<file path="config.mk">
export PLATFORM = sky130hd
export DESIGN_NAME = sdrtg_guard
export DESIGN_NICKNAME = d
export VERILOG_FILES = /design/src/common/sdrtg_pkg.sv /design/src/sdrtg_timer.sv /design/src/sdrtg_guard.sv
export SDC_FILE = /design/constraint.sdc
export NUM_CORES = 1
export LEC_CHECK = 0
export BUFFER_PORTS_ARGS = -buffer_cell sky130_fd_sc_hd__buf_2
export CAP_MARGIN = 20
export CORE_ASPECT_RATIO = 1.2
export CORE_MARGIN = 3
export CORE_UTILIZATION = 45
export DETAILED_ROUTE_END_ITERATION = 10
export HOLD_SLACK_MARGIN = 0.02
export PLACE_DENSITY = 0.66
export SKIP_CTS_REPAIR_TIMING = 1
export SYNTH_ARGS = -nofsm -noshare
export SYNTH_HDL_FRONTEND = slang
export SYNTH_HIERARCHICAL = 1
export SYNTH_SLANG_ARGS = --single-unit
</file>
<file path="constraint.sdc">
create_clock -name mclk_in -period 3.2 [get_ports mclk_in]
set_clock_uncertainty 0.1 [all_clocks]
set_input_delay 0.16 -clock mclk_in [delete_from_list [all_inputs] [get_ports mclk_in]]
set_output_delay 0.16 -clock mclk_in [all_outputs]
set_load 0.1 [all_outputs]
</file>
<file path="src/common/sdrtg_pkg.sv">
// Package of constants and types for the SDRAM power-state timing guard
package sdrtg_pkg;

  // ****************************************************************
  // Clock and conversion
  // ****************************************************************
  localparam int CLK_PERIOD_NS = 8;
  localparam int CNT_W         = 16;
  localparam int CLKRUN_W      = 4;

  function automatic int ns_to_nck(input int ns);
    return (ns + CLK_PERIOD_NS - 1) / CLK_PERIOD_NS;
  endfunction : ns_to_nck

  function automatic int imax(input int a, input int b);
    return (a > b) ? a : b;
  endfunction : imax

  // ****************************************************************
  // Fixed timing terms
  // ****************************************************************
  localparam int MODE_WRITE_UPDATE_MIN_NCK    = 24;
  localparam int MODE_WRITE_UPDATE_MIN_NS     = 15;
  localparam int COMMAND_PASS_DISABLE_NCK     = 4;
  localparam int CLKEN_PULSE_MIN_NCK          = 3;
  localparam int CLKEN_PULSE_MIN_NS           = 5;
  localparam int CLKEN_SELFREF_EXTRA_NCK      = 1;
  localparam int CLOCK_VALID_MIN_NCK          = 5;
  localparam int CLOCK_VALID_MIN_NS           = 10;
  localparam int REFRESH_MARGIN_NS            = 10;
  localparam int RESET_EXIT_MIN_NCK           = 5;
  localparam int INITIAL_IMPEDANCE_CAL_TIME   = 1024;
  localparam int LONG_IMPEDANCE_CAL_TIME      = 512;
  localparam int SHORT_IMPEDANCE_CAL_TIME     = 128;

  // Timer reload is shortened by this to absorb the output register stages
  localparam logic [CNT_W-1:0] TMR_LOAD_ADJ   = 16'h0002;

  // ****************************************************************
  // Timer slots
  // ****************************************************************
  localparam int TI_ANY    = 0;
  localparam int TI_UNL    = 1;
  localparam int TI_LCK    = 2;
  localparam int TI_FAST   = 3;
  localparam int TI_CLKV   = 4;
  localparam int TI_CKESR  = 5;
  localparam int NUM_TMR   = 6;

  typedef enum logic [4:0] {
    ST_INIT    = 5'h01,
    ST_ACTIVE  = 5'h02,
    ST_SELFREF = 5'h04,
    ST_PWRDN   = 5'h08,
    ST_MAX_POWER_SAVING_MODE    = 5'h10
  } sdrtg_state_t;

  typedef struct packed {
    logic [CNT_W-1:0] rem;
    logic             ready;
  } sdrtg_tmr_st_t;

  typedef struct packed {
    sdrtg_state_t        st;
    logic [CLKRUN_W-1:0] clk_run;
    logic                unl_ok;
    logic                lck_ok;
    logic                cal_ok;
    logic                clk_stop_ok;
    logic                exit_ok;
    logic                path_off;
  } sdrtg_top_st_t;

endpackage : sdrtg_pkg

</file>
<file path="src/sdrtg_timer.sv">
// Down-counting interval timer with max-keep reload and registered ready flag
`timescale 1ns/1ns
module sdrtg_timer
  import sdrtg_pkg::*;
(
  input  wire logic             mclk_in,
  input  wire logic             sys_rst_in,
  input  wire logic             load_in,
  input  wire logic [CNT_W-1:0] len_in,
  output logic                  ready_out
);
  import sdrtg_pkg::*;

  sdrtg_tmr_st_t q;
  sdrtg_tmr_st_t d;
  logic [CNT_W-1:0] adj;

  always_comb begin
    d   = q;
    adj = len_in - TMR_LOAD_ADJ;
    // A shorter new interval never cuts a longer one still running
    if (load_in && (adj >= q.rem)) begin
      d.rem = adj;
    end else if (q.rem != '0) begin
      d.rem = q.rem - 16'h0001;
    end
    d.ready = (d.rem == '0);
  end

  always_ff @(posedge mclk_in or posedge sys_rst_in) begin
    if (sys_rst_in) begin
      q <= '{rem: '0, ready: 1'b1};
    end else begin
      q <= d;
    end
  end

  assign ready_out = q.ready;

endmodule : sdrtg_timer

</file>
<file path="src/sdrtg_guard.sv">
// Command-spacing guard for a DDR4 SDRAM around calibration and power states
// What this block does
// Memory disables its command path mode-update plus path-disable delay after power-save entry.
// Keep clock valid mode-update plus path-disable delay after power-save entry.
// Supply valid clock the sleep-exit minimum before leaving power-save mode.
// After power-save exit, unlocked commands wait the self-refresh exit interval.
// After power-save exit, locked commands wait exit interval plus loop-lock interval.
// After reset, allow 1024 cycles for initial calibration before commands.
// Long calibration blocks all commands for 512 cycles.
// Short calibration blocks all commands for 128 cycles.
// After reset exit, wait max of 5 cycles and refresh time plus 10 ns.
// After self-refresh exit, unlocked commands wait refresh time plus 10 ns.
// With self-refresh abort, unlocked commands wait fine4 refresh time plus 10 ns.
// Calibration and timing mode writes may follow exit after fine4 refresh plus 10 ns.
// After self-refresh exit, locked commands wait the loop lock time.
// Clock enable stays low in self-refresh pulse width plus one, plus parity latency.
// Clock stays valid after sleep entry max(5 cycles,10 ns), plus parity latency.
// Clock valid before sleep, power-down or reset exit max(5 cycles,10 ns); reset exit is not gated on clock_valid_in.
// Mode update delay is max of 24 cycles and 15 ns.
// Nanosecond terms round up to cycles; down-counters block gated command classes.
`timescale 1ns/1ns
module sdrtg_guard
  import sdrtg_pkg::*;
#(
  parameter int TRFC_NS   = 350,
  parameter int REFRESH_CYCLE_TIME_FINE4_NS  = 160,
  parameter int LOOP_LOCK_TIME_NCK = 768,
  parameter int PL_NCK    = 4
) (
  input  wire logic mclk_in,
  input  wire logic sys_rst_in,
  input  wire logic reset_exit_in,
  input  wire logic zq_init_in,
  input  wire logic long_impedance_cal_cmd_in,
  input  wire logic short_impedance_cal_cmd_in,
  input  wire logic sre_in,
  input  wire logic selfrefresh_exit_in,
  input  wire logic pde_in,
  input  wire logic pdx_in,
  input  wire logic max_power_saving_mode_enter_in,
  input  wire logic max_power_saving_mode_exit_in,
  input  wire logic clock_valid_in,
  input  wire logic parity_en_in,
  input  wire logic sr_abort_en_in,
  output logic      unlocked_cmd_ok_out,
  output logic      locked_cmd_ok_out,
  output logic      cal_mrs_cmd_ok_out,
  output logic      clock_stop_ok_out,
  output logic      cke_high_ok_out,
  output logic      cmd_path_disabled_out
);
  import sdrtg_pkg::*;

  // ****************************************************************
  // Interval lengths in cycles
  // ****************************************************************
  localparam int MODE_WRITE_UPDATE_DELAY = imax(MODE_WRITE_UPDATE_MIN_NCK,
                                                ns_to_nck(MODE_WRITE_UPDATE_MIN_NS));
  localparam int CMD_PATH_DISABLE_AFTER_POWER_SAVE =
      MODE_WRITE_UPDATE_DELAY + COMMAND_PASS_DISABLE_NCK;
  localparam int SELFREFRESH_EXIT_TO_UNLOCKED_CMD =
      ns_to_nck(TRFC_NS + REFRESH_MARGIN_NS);
  localparam int SELFREFRESH_ABORT_EXIT_DELAY = ns_to_nck(REFRESH_CYCLE_TIME_FINE4_NS + REFRESH_MARGIN_NS);
  localparam int POWER_SAVE_EXIT_TO_LOCKED_CMD =
      SELFREFRESH_EXIT_TO_UNLOCKED_CMD + LOOP_LOCK_TIME_NCK;
  localparam int RESET_EXIT_TO_FIRST_CMD = imax(RESET_EXIT_MIN_NCK,
                                                SELFREFRESH_EXIT_TO_UNLOCKED_CMD);
  localparam int CLKEN_MIN_NCK = imax(CLKEN_PULSE_MIN_NCK, ns_to_nck(CLKEN_PULSE_MIN_NS));
  localparam int MIN_CLKEN_LOW_IN_SELFREFRESH = CLKEN_MIN_NCK + CLKEN_SELFREF_EXTRA_NCK;
  localparam int CLOCK_VALID_SLEEP = imax(CLOCK_VALID_MIN_NCK, ns_to_nck(CLOCK_VALID_MIN_NS));

  localparam logic [CLKRUN_W-1:0] CLKRUN_NEED = CLKRUN_W'(CLOCK_VALID_SLEEP);

  // Reuses the same readiness test for every command class
  function automatic logic all_ready(input logic [NUM_TMR-1:0] rdy,
                                     input logic [NUM_TMR-1:0] ld,
                                     input logic [NUM_TMR-1:0] mask);
    return &(~mask | (rdy & ~ld));
  endfunction : all_ready

  sdrtg_top_st_t    q;
  sdrtg_top_st_t    d;
  logic [NUM_TMR-1:0] rdy;
  logic [NUM_TMR-1:0] ld;
  logic [CNT_W-1:0]   len [NUM_TMR];

  // ****************************************************************
  // Timers
  // ****************************************************************
  for (genvar gi = 0; gi < NUM_TMR; gi++) begin : g_tmr
    sdrtg_timer u_tmr (
      .mclk_in    (mclk_in),
      .sys_rst_in (sys_rst_in),
      .load_in    (ld[gi]),
      .len_in     (len[gi]),
      .ready_out  (rdy[gi])
    );
  end

  always_comb begin
    ld = '0;
    for (int i = 0; i < NUM_TMR; i++) begin
      len[i] = '0;
    end
    // Controller issues one command per cycle, so the order only settles misuse
    if (zq_init_in) begin
      ld[TI_ANY]  = 1'b1;
      len[TI_ANY] = CNT_W'(INITIAL_IMPEDANCE_CAL_TIME);
    end else if (long_impedance_cal_cmd_in) begin
      ld[TI_ANY]  = 1'b1;
      len[TI_ANY] = CNT_W'(LONG_IMPEDANCE_CAL_TIME);
    end else if (short_impedance_cal_cmd_in) begin
      ld[TI_ANY]  = 1'b1;
      len[TI_ANY] = CNT_W'(SHORT_IMPEDANCE_CAL_TIME);
    end else if (reset_exit_in) begin
      ld[TI_ANY]  = 1'b1;
      len[TI_ANY] = CNT_W'(RESET_EXIT_TO_FIRST_CMD);
    end
    if (selfrefresh_exit_in) begin
      ld[TI_UNL]   = 1'b1;
      len[TI_UNL]  = sr_abort_en_in ? CNT_W'(SELFREFRESH_ABORT_EXIT_DELAY)
                                    : CNT_W'(SELFREFRESH_EXIT_TO_UNLOCKED_CMD);
      ld[TI_LCK]   = 1'b1;
      len[TI_LCK]  = CNT_W'(LOOP_LOCK_TIME_NCK);
      ld[TI_FAST]  = 1'b1;
      len[TI_FAST] = CNT_W'(SELFREFRESH_ABORT_EXIT_DELAY);
    end else if (max_power_saving_mode_exit_in) begin
      ld[TI_UNL]   = 1'b1;
      len[TI_UNL]  = CNT_W'(SELFREFRESH_EXIT_TO_UNLOCKED_CMD);
      ld[TI_LCK]   = 1'b1;
      len[TI_LCK]  = CNT_W'(POWER_SAVE_EXIT_TO_LOCKED_CMD);
    end
    if (max_power_saving_mode_enter_in) begin
      ld[TI_CLKV]  = 1'b1;
      len[TI_CLKV] = CNT_W'(CMD_PATH_DISABLE_AFTER_POWER_SAVE);
    end else if (sre_in || pde_in) begin
      ld[TI_CLKV]  = 1'b1;
      len[TI_CLKV] = parity_en_in ? CNT_W'(CLOCK_VALID_SLEEP + PL_NCK)
                                  : CNT_W'(CLOCK_VALID_SLEEP);
    end
    if (sre_in) begin
      ld[TI_CKESR]  = 1'b1;
      len[TI_CKESR] = parity_en_in ? CNT_W'(MIN_CLKEN_LOW_IN_SELFREFRESH + PL_NCK)
                                   : CNT_W'(MIN_CLKEN_LOW_IN_SELFREFRESH);
    end
  end

  // ****************************************************************
  // Power state and gates
  // ****************************************************************
  always_comb begin
    d = q;
    if (reset_exit_in) begin
      d.st = ST_ACTIVE;
    end else begin
      unique case (q.st)
        ST_INIT: begin
          d.st = ST_INIT;
        end
        ST_ACTIVE: begin
          if (sre_in) begin
            d.st = ST_SELFREF;
          end else if (pde_in) begin
            d.st = ST_PWRDN;
          end else if (max_power_saving_mode_enter_in) begin
            d.st = ST_MAX_POWER_SAVING_MODE;
          end
        end
        ST_SELFREF: begin
          if (selfrefresh_exit_in) begin
            d.st = ST_ACTIVE;
          end
        end
        ST_PWRDN: begin
          if (pdx_in) begin
            d.st = ST_ACTIVE;
          end
        end
        ST_MAX_POWER_SAVING_MODE: begin
          if (max_power_saving_mode_exit_in) begin
            d.st = ST_ACTIVE;
          end
        end
      endcase
    end
    // Consecutive valid-clock cycles, saturating
    if (!clock_valid_in) begin
      d.clk_run = '0;
    end else if (q.clk_run < CLKRUN_NEED) begin
      d.clk_run = q.clk_run + 4'h1;
    end
    d.unl_ok = (d.st == ST_ACTIVE) &&
               all_ready(rdy, ld, NUM_TMR'((1 << TI_ANY) | (1 << TI_UNL)));
    d.lck_ok = d.unl_ok && all_ready(rdy, ld, NUM_TMR'(1 << TI_LCK));
    d.cal_ok = (d.st == ST_ACTIVE) &&
               all_ready(rdy, ld, NUM_TMR'((1 << TI_ANY) | (1 << TI_FAST)));
    d.clk_stop_ok = (d.st != ST_ACTIVE) && (d.st != ST_INIT) &&
                    all_ready(rdy, ld, NUM_TMR'(1 << TI_CLKV));
    // Exit needs the low-width served and enough clock seen beforehand
    d.exit_ok = (d.st != ST_ACTIVE) && (d.st != ST_INIT) &&
                all_ready(rdy, ld, NUM_TMR'(1 << TI_CKESR)) &&
                (d.clk_run >= CLKRUN_NEED);
    d.path_off = (d.st == ST_MAX_POWER_SAVING_MODE) && all_ready(rdy, ld, NUM_TMR'(1 << TI_CLKV));
  end

  always_ff @(posedge mclk_in or posedge sys_rst_in) begin
    if (sys_rst_in) begin
      q <= '{st: ST_INIT, clk_run: '0, default: 1'b0};
    end else begin
      q <= d;
    end
  end

  assign unlocked_cmd_ok_out   = q.unl_ok;
  assign locked_cmd_ok_out     = q.lck_ok;
  assign cal_mrs_cmd_ok_out    = q.cal_ok;
  assign clock_stop_ok_out     = q.clk_stop_ok;
  assign cke_high_ok_out       = q.exit_ok;
  assign cmd_path_disabled_out = q.path_off;

  // ****************************************************************
  // Checks
  // ****************************************************************
  logic [CNT_W-1:0] since_cal_q;
  logic [CNT_W-1:0] cal_len_q;
  always_ff @(posedge mclk_in or posedge sys_rst_in) begin
    if (sys_rst_in) begin
      since_cal_q <= '0;
      cal_len_q   <= '0;
    end else if (ld[TI_ANY] && (17'(len[TI_ANY]) + 17'(since_cal_q) >= 17'(cal_len_q))) begin
      since_cal_q <= 16'h0001;
      cal_len_q   <= len[TI_ANY];
    end else if (since_cal_q != 16'hffff) begin
      since_cal_q <= since_cal_q + 16'h0001;
    end
  end

  property p_cal_gap;
    @(posedge mclk_in) disable iff (sys_rst_in)
      unlocked_cmd_ok_out |-> (since_cal_q >= cal_len_q);
  endproperty
  a_cal_gap: assert property (p_cal_gap) else $error("command allowed inside cal gap");

  property p_short_impedance_cal_cmd;
    @(posedge mclk_in) disable iff (sys_rst_in)
      short_impedance_cal_cmd_in |=> (!unlocked_cmd_ok_out && !cal_mrs_cmd_ok_out)[*8];
  endproperty
  a_short_impedance_cal_cmd: assert property (p_short_impedance_cal_cmd) else $error("short cal not blocking");

  property p_zqinit;
    @(posedge mclk_in) disable iff (sys_rst_in)
      zq_init_in |=> !unlocked_cmd_ok_out throughout (##8 1'b1);
  endproperty
  a_zqinit: assert property (p_zqinit) else $error("init cal not blocking");

  property p_xpr;
    @(posedge mclk_in) disable iff (sys_rst_in)
      reset_exit_in |=> (!unlocked_cmd_ok_out)[*5];
  endproperty
  a_xpr: assert property (p_xpr) else $error("command too soon after reset exit");

  property p_lock_implies_unl;
    @(posedge mclk_in) disable iff (sys_rst_in)
      locked_cmd_ok_out |-> unlocked_cmd_ok_out;
  endproperty
  a_lock_implies_unl: assert property (p_lock_implies_unl) else $error("locked too early");

  property p_srx_lock;
    @(posedge mclk_in) disable iff (sys_rst_in)
      selfrefresh_exit_in |=> (!locked_cmd_ok_out && !unlocked_cmd_ok_out)[*8];
  endproperty
  a_srx_lock: assert property (p_srx_lock) else $error("command too soon after exit");

  property p_ckesr;
    @(posedge mclk_in) disable iff (sys_rst_in)
      sre_in |=> (!cke_high_ok_out)[*3];
  endproperty
  a_ckesr: assert property (p_ckesr) else $error("clock enable low too short");

  property p_cksre;
    @(posedge mclk_in) disable iff (sys_rst_in)
      (sre_in || pde_in) |=> (!clock_stop_ok_out)[*4];
  endproperty
  a_cksre: assert property (p_cksre) else $error("clock stop too early");

  property p_max_power_saving_mode_clk;
    @(posedge mclk_in) disable iff (sys_rst_in)
      max_power_saving_mode_enter_in |=> (!clock_stop_ok_out && !cmd_path_disabled_out)[*8];
  endproperty
  a_max_power_saving_mode_clk: assert property (p_max_power_saving_mode_clk) else $error("power save clock stop too early");

  property p_cksrx;
    @(posedge mclk_in) disable iff (sys_rst_in)
      cke_high_ok_out |-> $past(clock_valid_in, 1) && $past(clock_valid_in, 5);
  endproperty
  a_cksrx: assert property (p_cksrx) else $error("exit without valid clock");

  c_long_impedance_cal_cmd: cover property (@(posedge mclk_in) disable iff (sys_rst_in)
    long_impedance_cal_cmd_in ##[1:600] unlocked_cmd_ok_out);
  c_srx: cover property (@(posedge mclk_in) disable iff (sys_rst_in)
    selfrefresh_exit_in ##[1:1000] locked_cmd_ok_out);
  c_max_power_saving_mode: cover property (@(posedge mclk_in) disable iff (sys_rst_in)
    max_power_saving_mode_enter_in ##[1:100] cmd_path_disabled_out);
  c_exit: cover property (@(posedge mclk_in) disable iff (sys_rst_in)
    sre_in ##[1:100] cke_high_ok_out);

endmodule : sdrtg_guard

</file>
==> flow_metrics.py <==
metrics = {
    "critical_path": {
        "cp.arrival_ps": 3400,
        "cp-end-kind": "flip-flop",
        "start_kind": "primary input",
        "critPathRequiredTime_ps": 3410,
        "worst-path-max-fanout": 7,
        "crit_type": "primary input to flip-flop",
        "crit_chain": "buf_2 -> buf_4 -> nor2_4 -> inv_4 -> inv_1 -> ha_2 -> or4b_4 -> buf_8 -> nor4_4 -> xor2_1 -> ha_1 -> a21oi_2 -> o21ai_2 -> a211oi_2 -> o22ai_4 -> buf_6 -> o41ai_4",
        "slowest_delay_ps": 510,
        "cp_slowest_cell": "or4b_4",
    },
    "sta": {
        "setup_viol": 0,
        "hold_viol": 0,
        "setup_ws_ps": 3.079,
        "rsz0062_at_grt": "true",
        "finalCriticalPeriod_ps": 3197,
        "max_freq_mhz": 312.8,
        "setup_tns_ps": 0,
        "worst_pin_slew_ps": 720.6,
        "finalMaxSlewViolations": 0,
        "max_slew_margin_pct": 51.90,
        "fin_crit_sh_pct": 99.90,
    },
    "global_routing": {
        "grt_pass1_vias": 11869,
        "grt_antenna_before_repair": 0,
        "grt_max_degree": 18,
        "grt_use_total_pct": 22.40,
        "grt_pass1_wl_um": 54920,
        "overflow": 0,
    },
    "power": {
        "p_clk_share_pct": 17.5,
        "irDropWorstVdd_uv": 408.5,
        "power_switching_mw": 5.178,
        "switching_share_pct": 44.71,
        "power_mw": 11.58,
        "seqPwrFrac_pct": 25.9,
        "power_density_nw_per_um2": 707.0,
        "leakage_nw": 7.676,
        "power_frac_comb_pct": 56.7,
        "p_int_mw": 6.404,
    },
    "floorplanning": {
        "start_util_pct": 46.21,
        "fp.dieW_um": 156.9,
        "core_area_um2": 26590,
        "design.die.area_um2": 29340,
        "num_rows": 65,
        "ios": 21,
        "die_y_um": 187.0,
    },
    "place": {
        "gp_congestion": 0.9366,
        "placed_area_um2": 14980,
        "dp_hpwl_um": 26150,
        "port_buffers": 20,
        "place_ws_ps": -693.4,
    },
    "yosys": {
        "synthAdderAreaFrac_pct": 11.81,
        "synth_mux_area_share_pct": 5.905,
        "synth_area_um2": 12290,
        "syn_inst": 1478,
        "synth_top_family_by_area": "simple AND/OR/NAND/NOR gates",
        "ys_ff_latch": 117,
        "synth_ff_type": "dfrtp_1",
        "synthArstFlopShare_pct": 100.0,
        "synth-compound-area-share_pct": 14.23,
        "synth_warnings": 6,
        "ys_types": 82,
        "synth-edff-count": 0,
        "synth-simple-area-share_pct": 27.97,
        "synth_area_per_cell_um2": 8.315,
        "synthXorXnorAreaFrac_pct": 9.122,
        "seq_area_frac_synth_pct": 23.90,
    },
    "routing": {
        "vias": 11883,
        "avgRoutedWirePerCell_um": 15.02,
        "first_pass_iters": 5,
        "viasPerCell": 5.260,
        "final_antenna_net_count": 0,
        "drtIter0Drc": 812,
        "drc": 0,
        "totalWireLength_um": 33940,
    },
    "cts": {
        "cts_tree": "done",
        "cts_buffer_depth": 2,
        "clk_pin_slew_ps": 50,
        "htree_levels": 4,
        "clock_latency_ps": 420,
        "clock_sink_count": 117,
        "cts-root-buf": "clkbuf_16",
        "cts_made_buffers": 17,
    },
    "job": {
        "cap_violations": 0,
    },
    "finish": {
        "drive_above_1_share_pct": 23.54,
        "ff_latch_area_um2": 2937,
        "multi_input_area_um2": 10080,
        "fill_cells": 2326,
        "finish.utilization_pct": 61.60,
        "layout_common_cells": "conb_1 (237), inv_1 (186), buf_4 (177), nor2_1 (116), ha_1 (111)",
        "stdcell_area_um2": 16380,
        "diodes": 0,
        "num-nets-final": 2043,
        "syn_to_final_growth_pct": 33.31,
        "final_common_cell": "conb_1",
    },
    "worst_hold_path": {
        "hp-class": "primary input to flip-flop",
    },
    "status": {
        "outcome": "complete, no violations",
    },
}
-- power groups by stage --
stage / combinational (mW) / clock, mW / sequential (mW)
6_report: 6.56 / 2.02 / 3.00
5_1_grt: 7.32 / 2.12 / 3.10
4_1_cts: 5.91 / 2.05 / 2.97
3_5_place_dp: 5.86 / 0 / 2.98
3_3_place_gp: 5.69 / 0 / 2.96
2_1_floorplan: 4.43 / 0 / 2.73
-- sequential cells by signal, indices dropped and copies added, names as in the netlist --
| name | flops |
|---|---|
| cke_high_ok_out | 1 |
| clock_stop_ok_out | 1 |
| q | 9 |
| cmd_path_disabled_out | 1 |
| locked_cmd_ok_out | 1 |
| unlocked_cmd_ok_out | 1 |
| g_tmr.u_tmr/ready_out | 6 |
| cal_mrs_cmd_ok_out | 1 |
| g_tmr.u_tmr/q | 96 |
-- critical path: cells and delay by family --
family / cells / cell delay [ps]
buffers and inverters: 6 / 730
AND/OR/NAND/NOR: 3 / 760
XOR/XNOR: 1 / 230
AO/OA/AOI/OAI: 5 / 1040
adder cells (fa/ha/maj): 2 / 470
-- Yosys cell counts, types with 8 or more instances --
cell,n,area [µm²]
mux2i_1,32,320.3
inv_1,189,709.4
o32ai_1,8,70.07
nand4_1,20,125.1
and3b_1,9,78.83
a21o_1,16,120.1
a21oi_1,71,355.3
a211oi_1,17,127.6
nor4b_1,26,227.7
or3_1,16,100.1
nor3_1,57,285.3
nor2_1,121,454.2
nor4_1,39,244.0
nand3_1,35,175.2
nor2b_1,15,93.84
or4_1,24,180.2
xnor2_1,99,867.1
nor3b_1,14,105.1
mux2_2,36,405.4
ha_1,116,1451
a31oi_1,12,75.07
nor4_4,10,212.7
or2_2,18,112.6
nand2_1,85,319.1
o31ai_1,14,105.1
clkbuf_1,37,138.9
a21boi_0,9,67.56
o21ai_0,51,255.2
xor2_1,29,254.0
dfrtp_1,110,2753
-- per-layer routing --
metal / routed length (µm) / GRT usage [%]
met1: 14080 / 26.67
met2: 18180 / 41.44
met3: 895 / 2.384
met4: 782 / 7.140
met5: 0 / 0
-- layout make-up --
cell class	instances	share of cell area, %
Clock buffer	21	2.810
Clock inverter	10	0.9394
Inverter	189	4.346
Multi-Input combinational cell	1372	61.52
Sequential cell	117	17.92
Tap cell	335	2.558
Timing Repair Buffer	215	9.905
-- path summary, 6_finish.rpt --
| kind | from | end | slack (ps) | depth (start not counted) |
|---|---|---|---|---|
| max | max_power_saving_mode_exit_in | g_tmr[1].u_tmr/ready_out | 3 | 17 |
| min | short_impedance_cal_cmd_in | locked_cmd_ok_out | 50 | 3 |
| max reg2reg | g_tmr[0].u_tmr/q[5] | g_tmr[0].u_tmr/ready_out | 250 | 7 |
| min reg2reg | g_tmr[2].u_tmr/ready_out | locked_cmd_ok_out | 410 | 2 |
| max in group asynchronous | sys_rst_in | g_tmr[5].u_tmr/q[8] | 2120 | 3 |
| min in group asynchronous | sys_rst_in | q[8] | 390 | 3 |
-- cell families after synthesis --
logic type,count (synthesis)
multiplexers,68
AO/OA/AOI/OAI,255
XOR/XNOR,128
flip-flops,117
other,1
adder cells (fa/ha/maj),116
buffers and inverters,228
AND/OR/NAND/NOR,565
-- metrics by stage --
stage               hold slack (ps)  std cells
finish                        46.42       2259
global route                  43.79       2259
CTS                          -179.3       2227
detailed placement            266.4       2196
global placement              247.6       2196
floorplan                    -39.24       1714
Power figures use the tool's default switching activity.
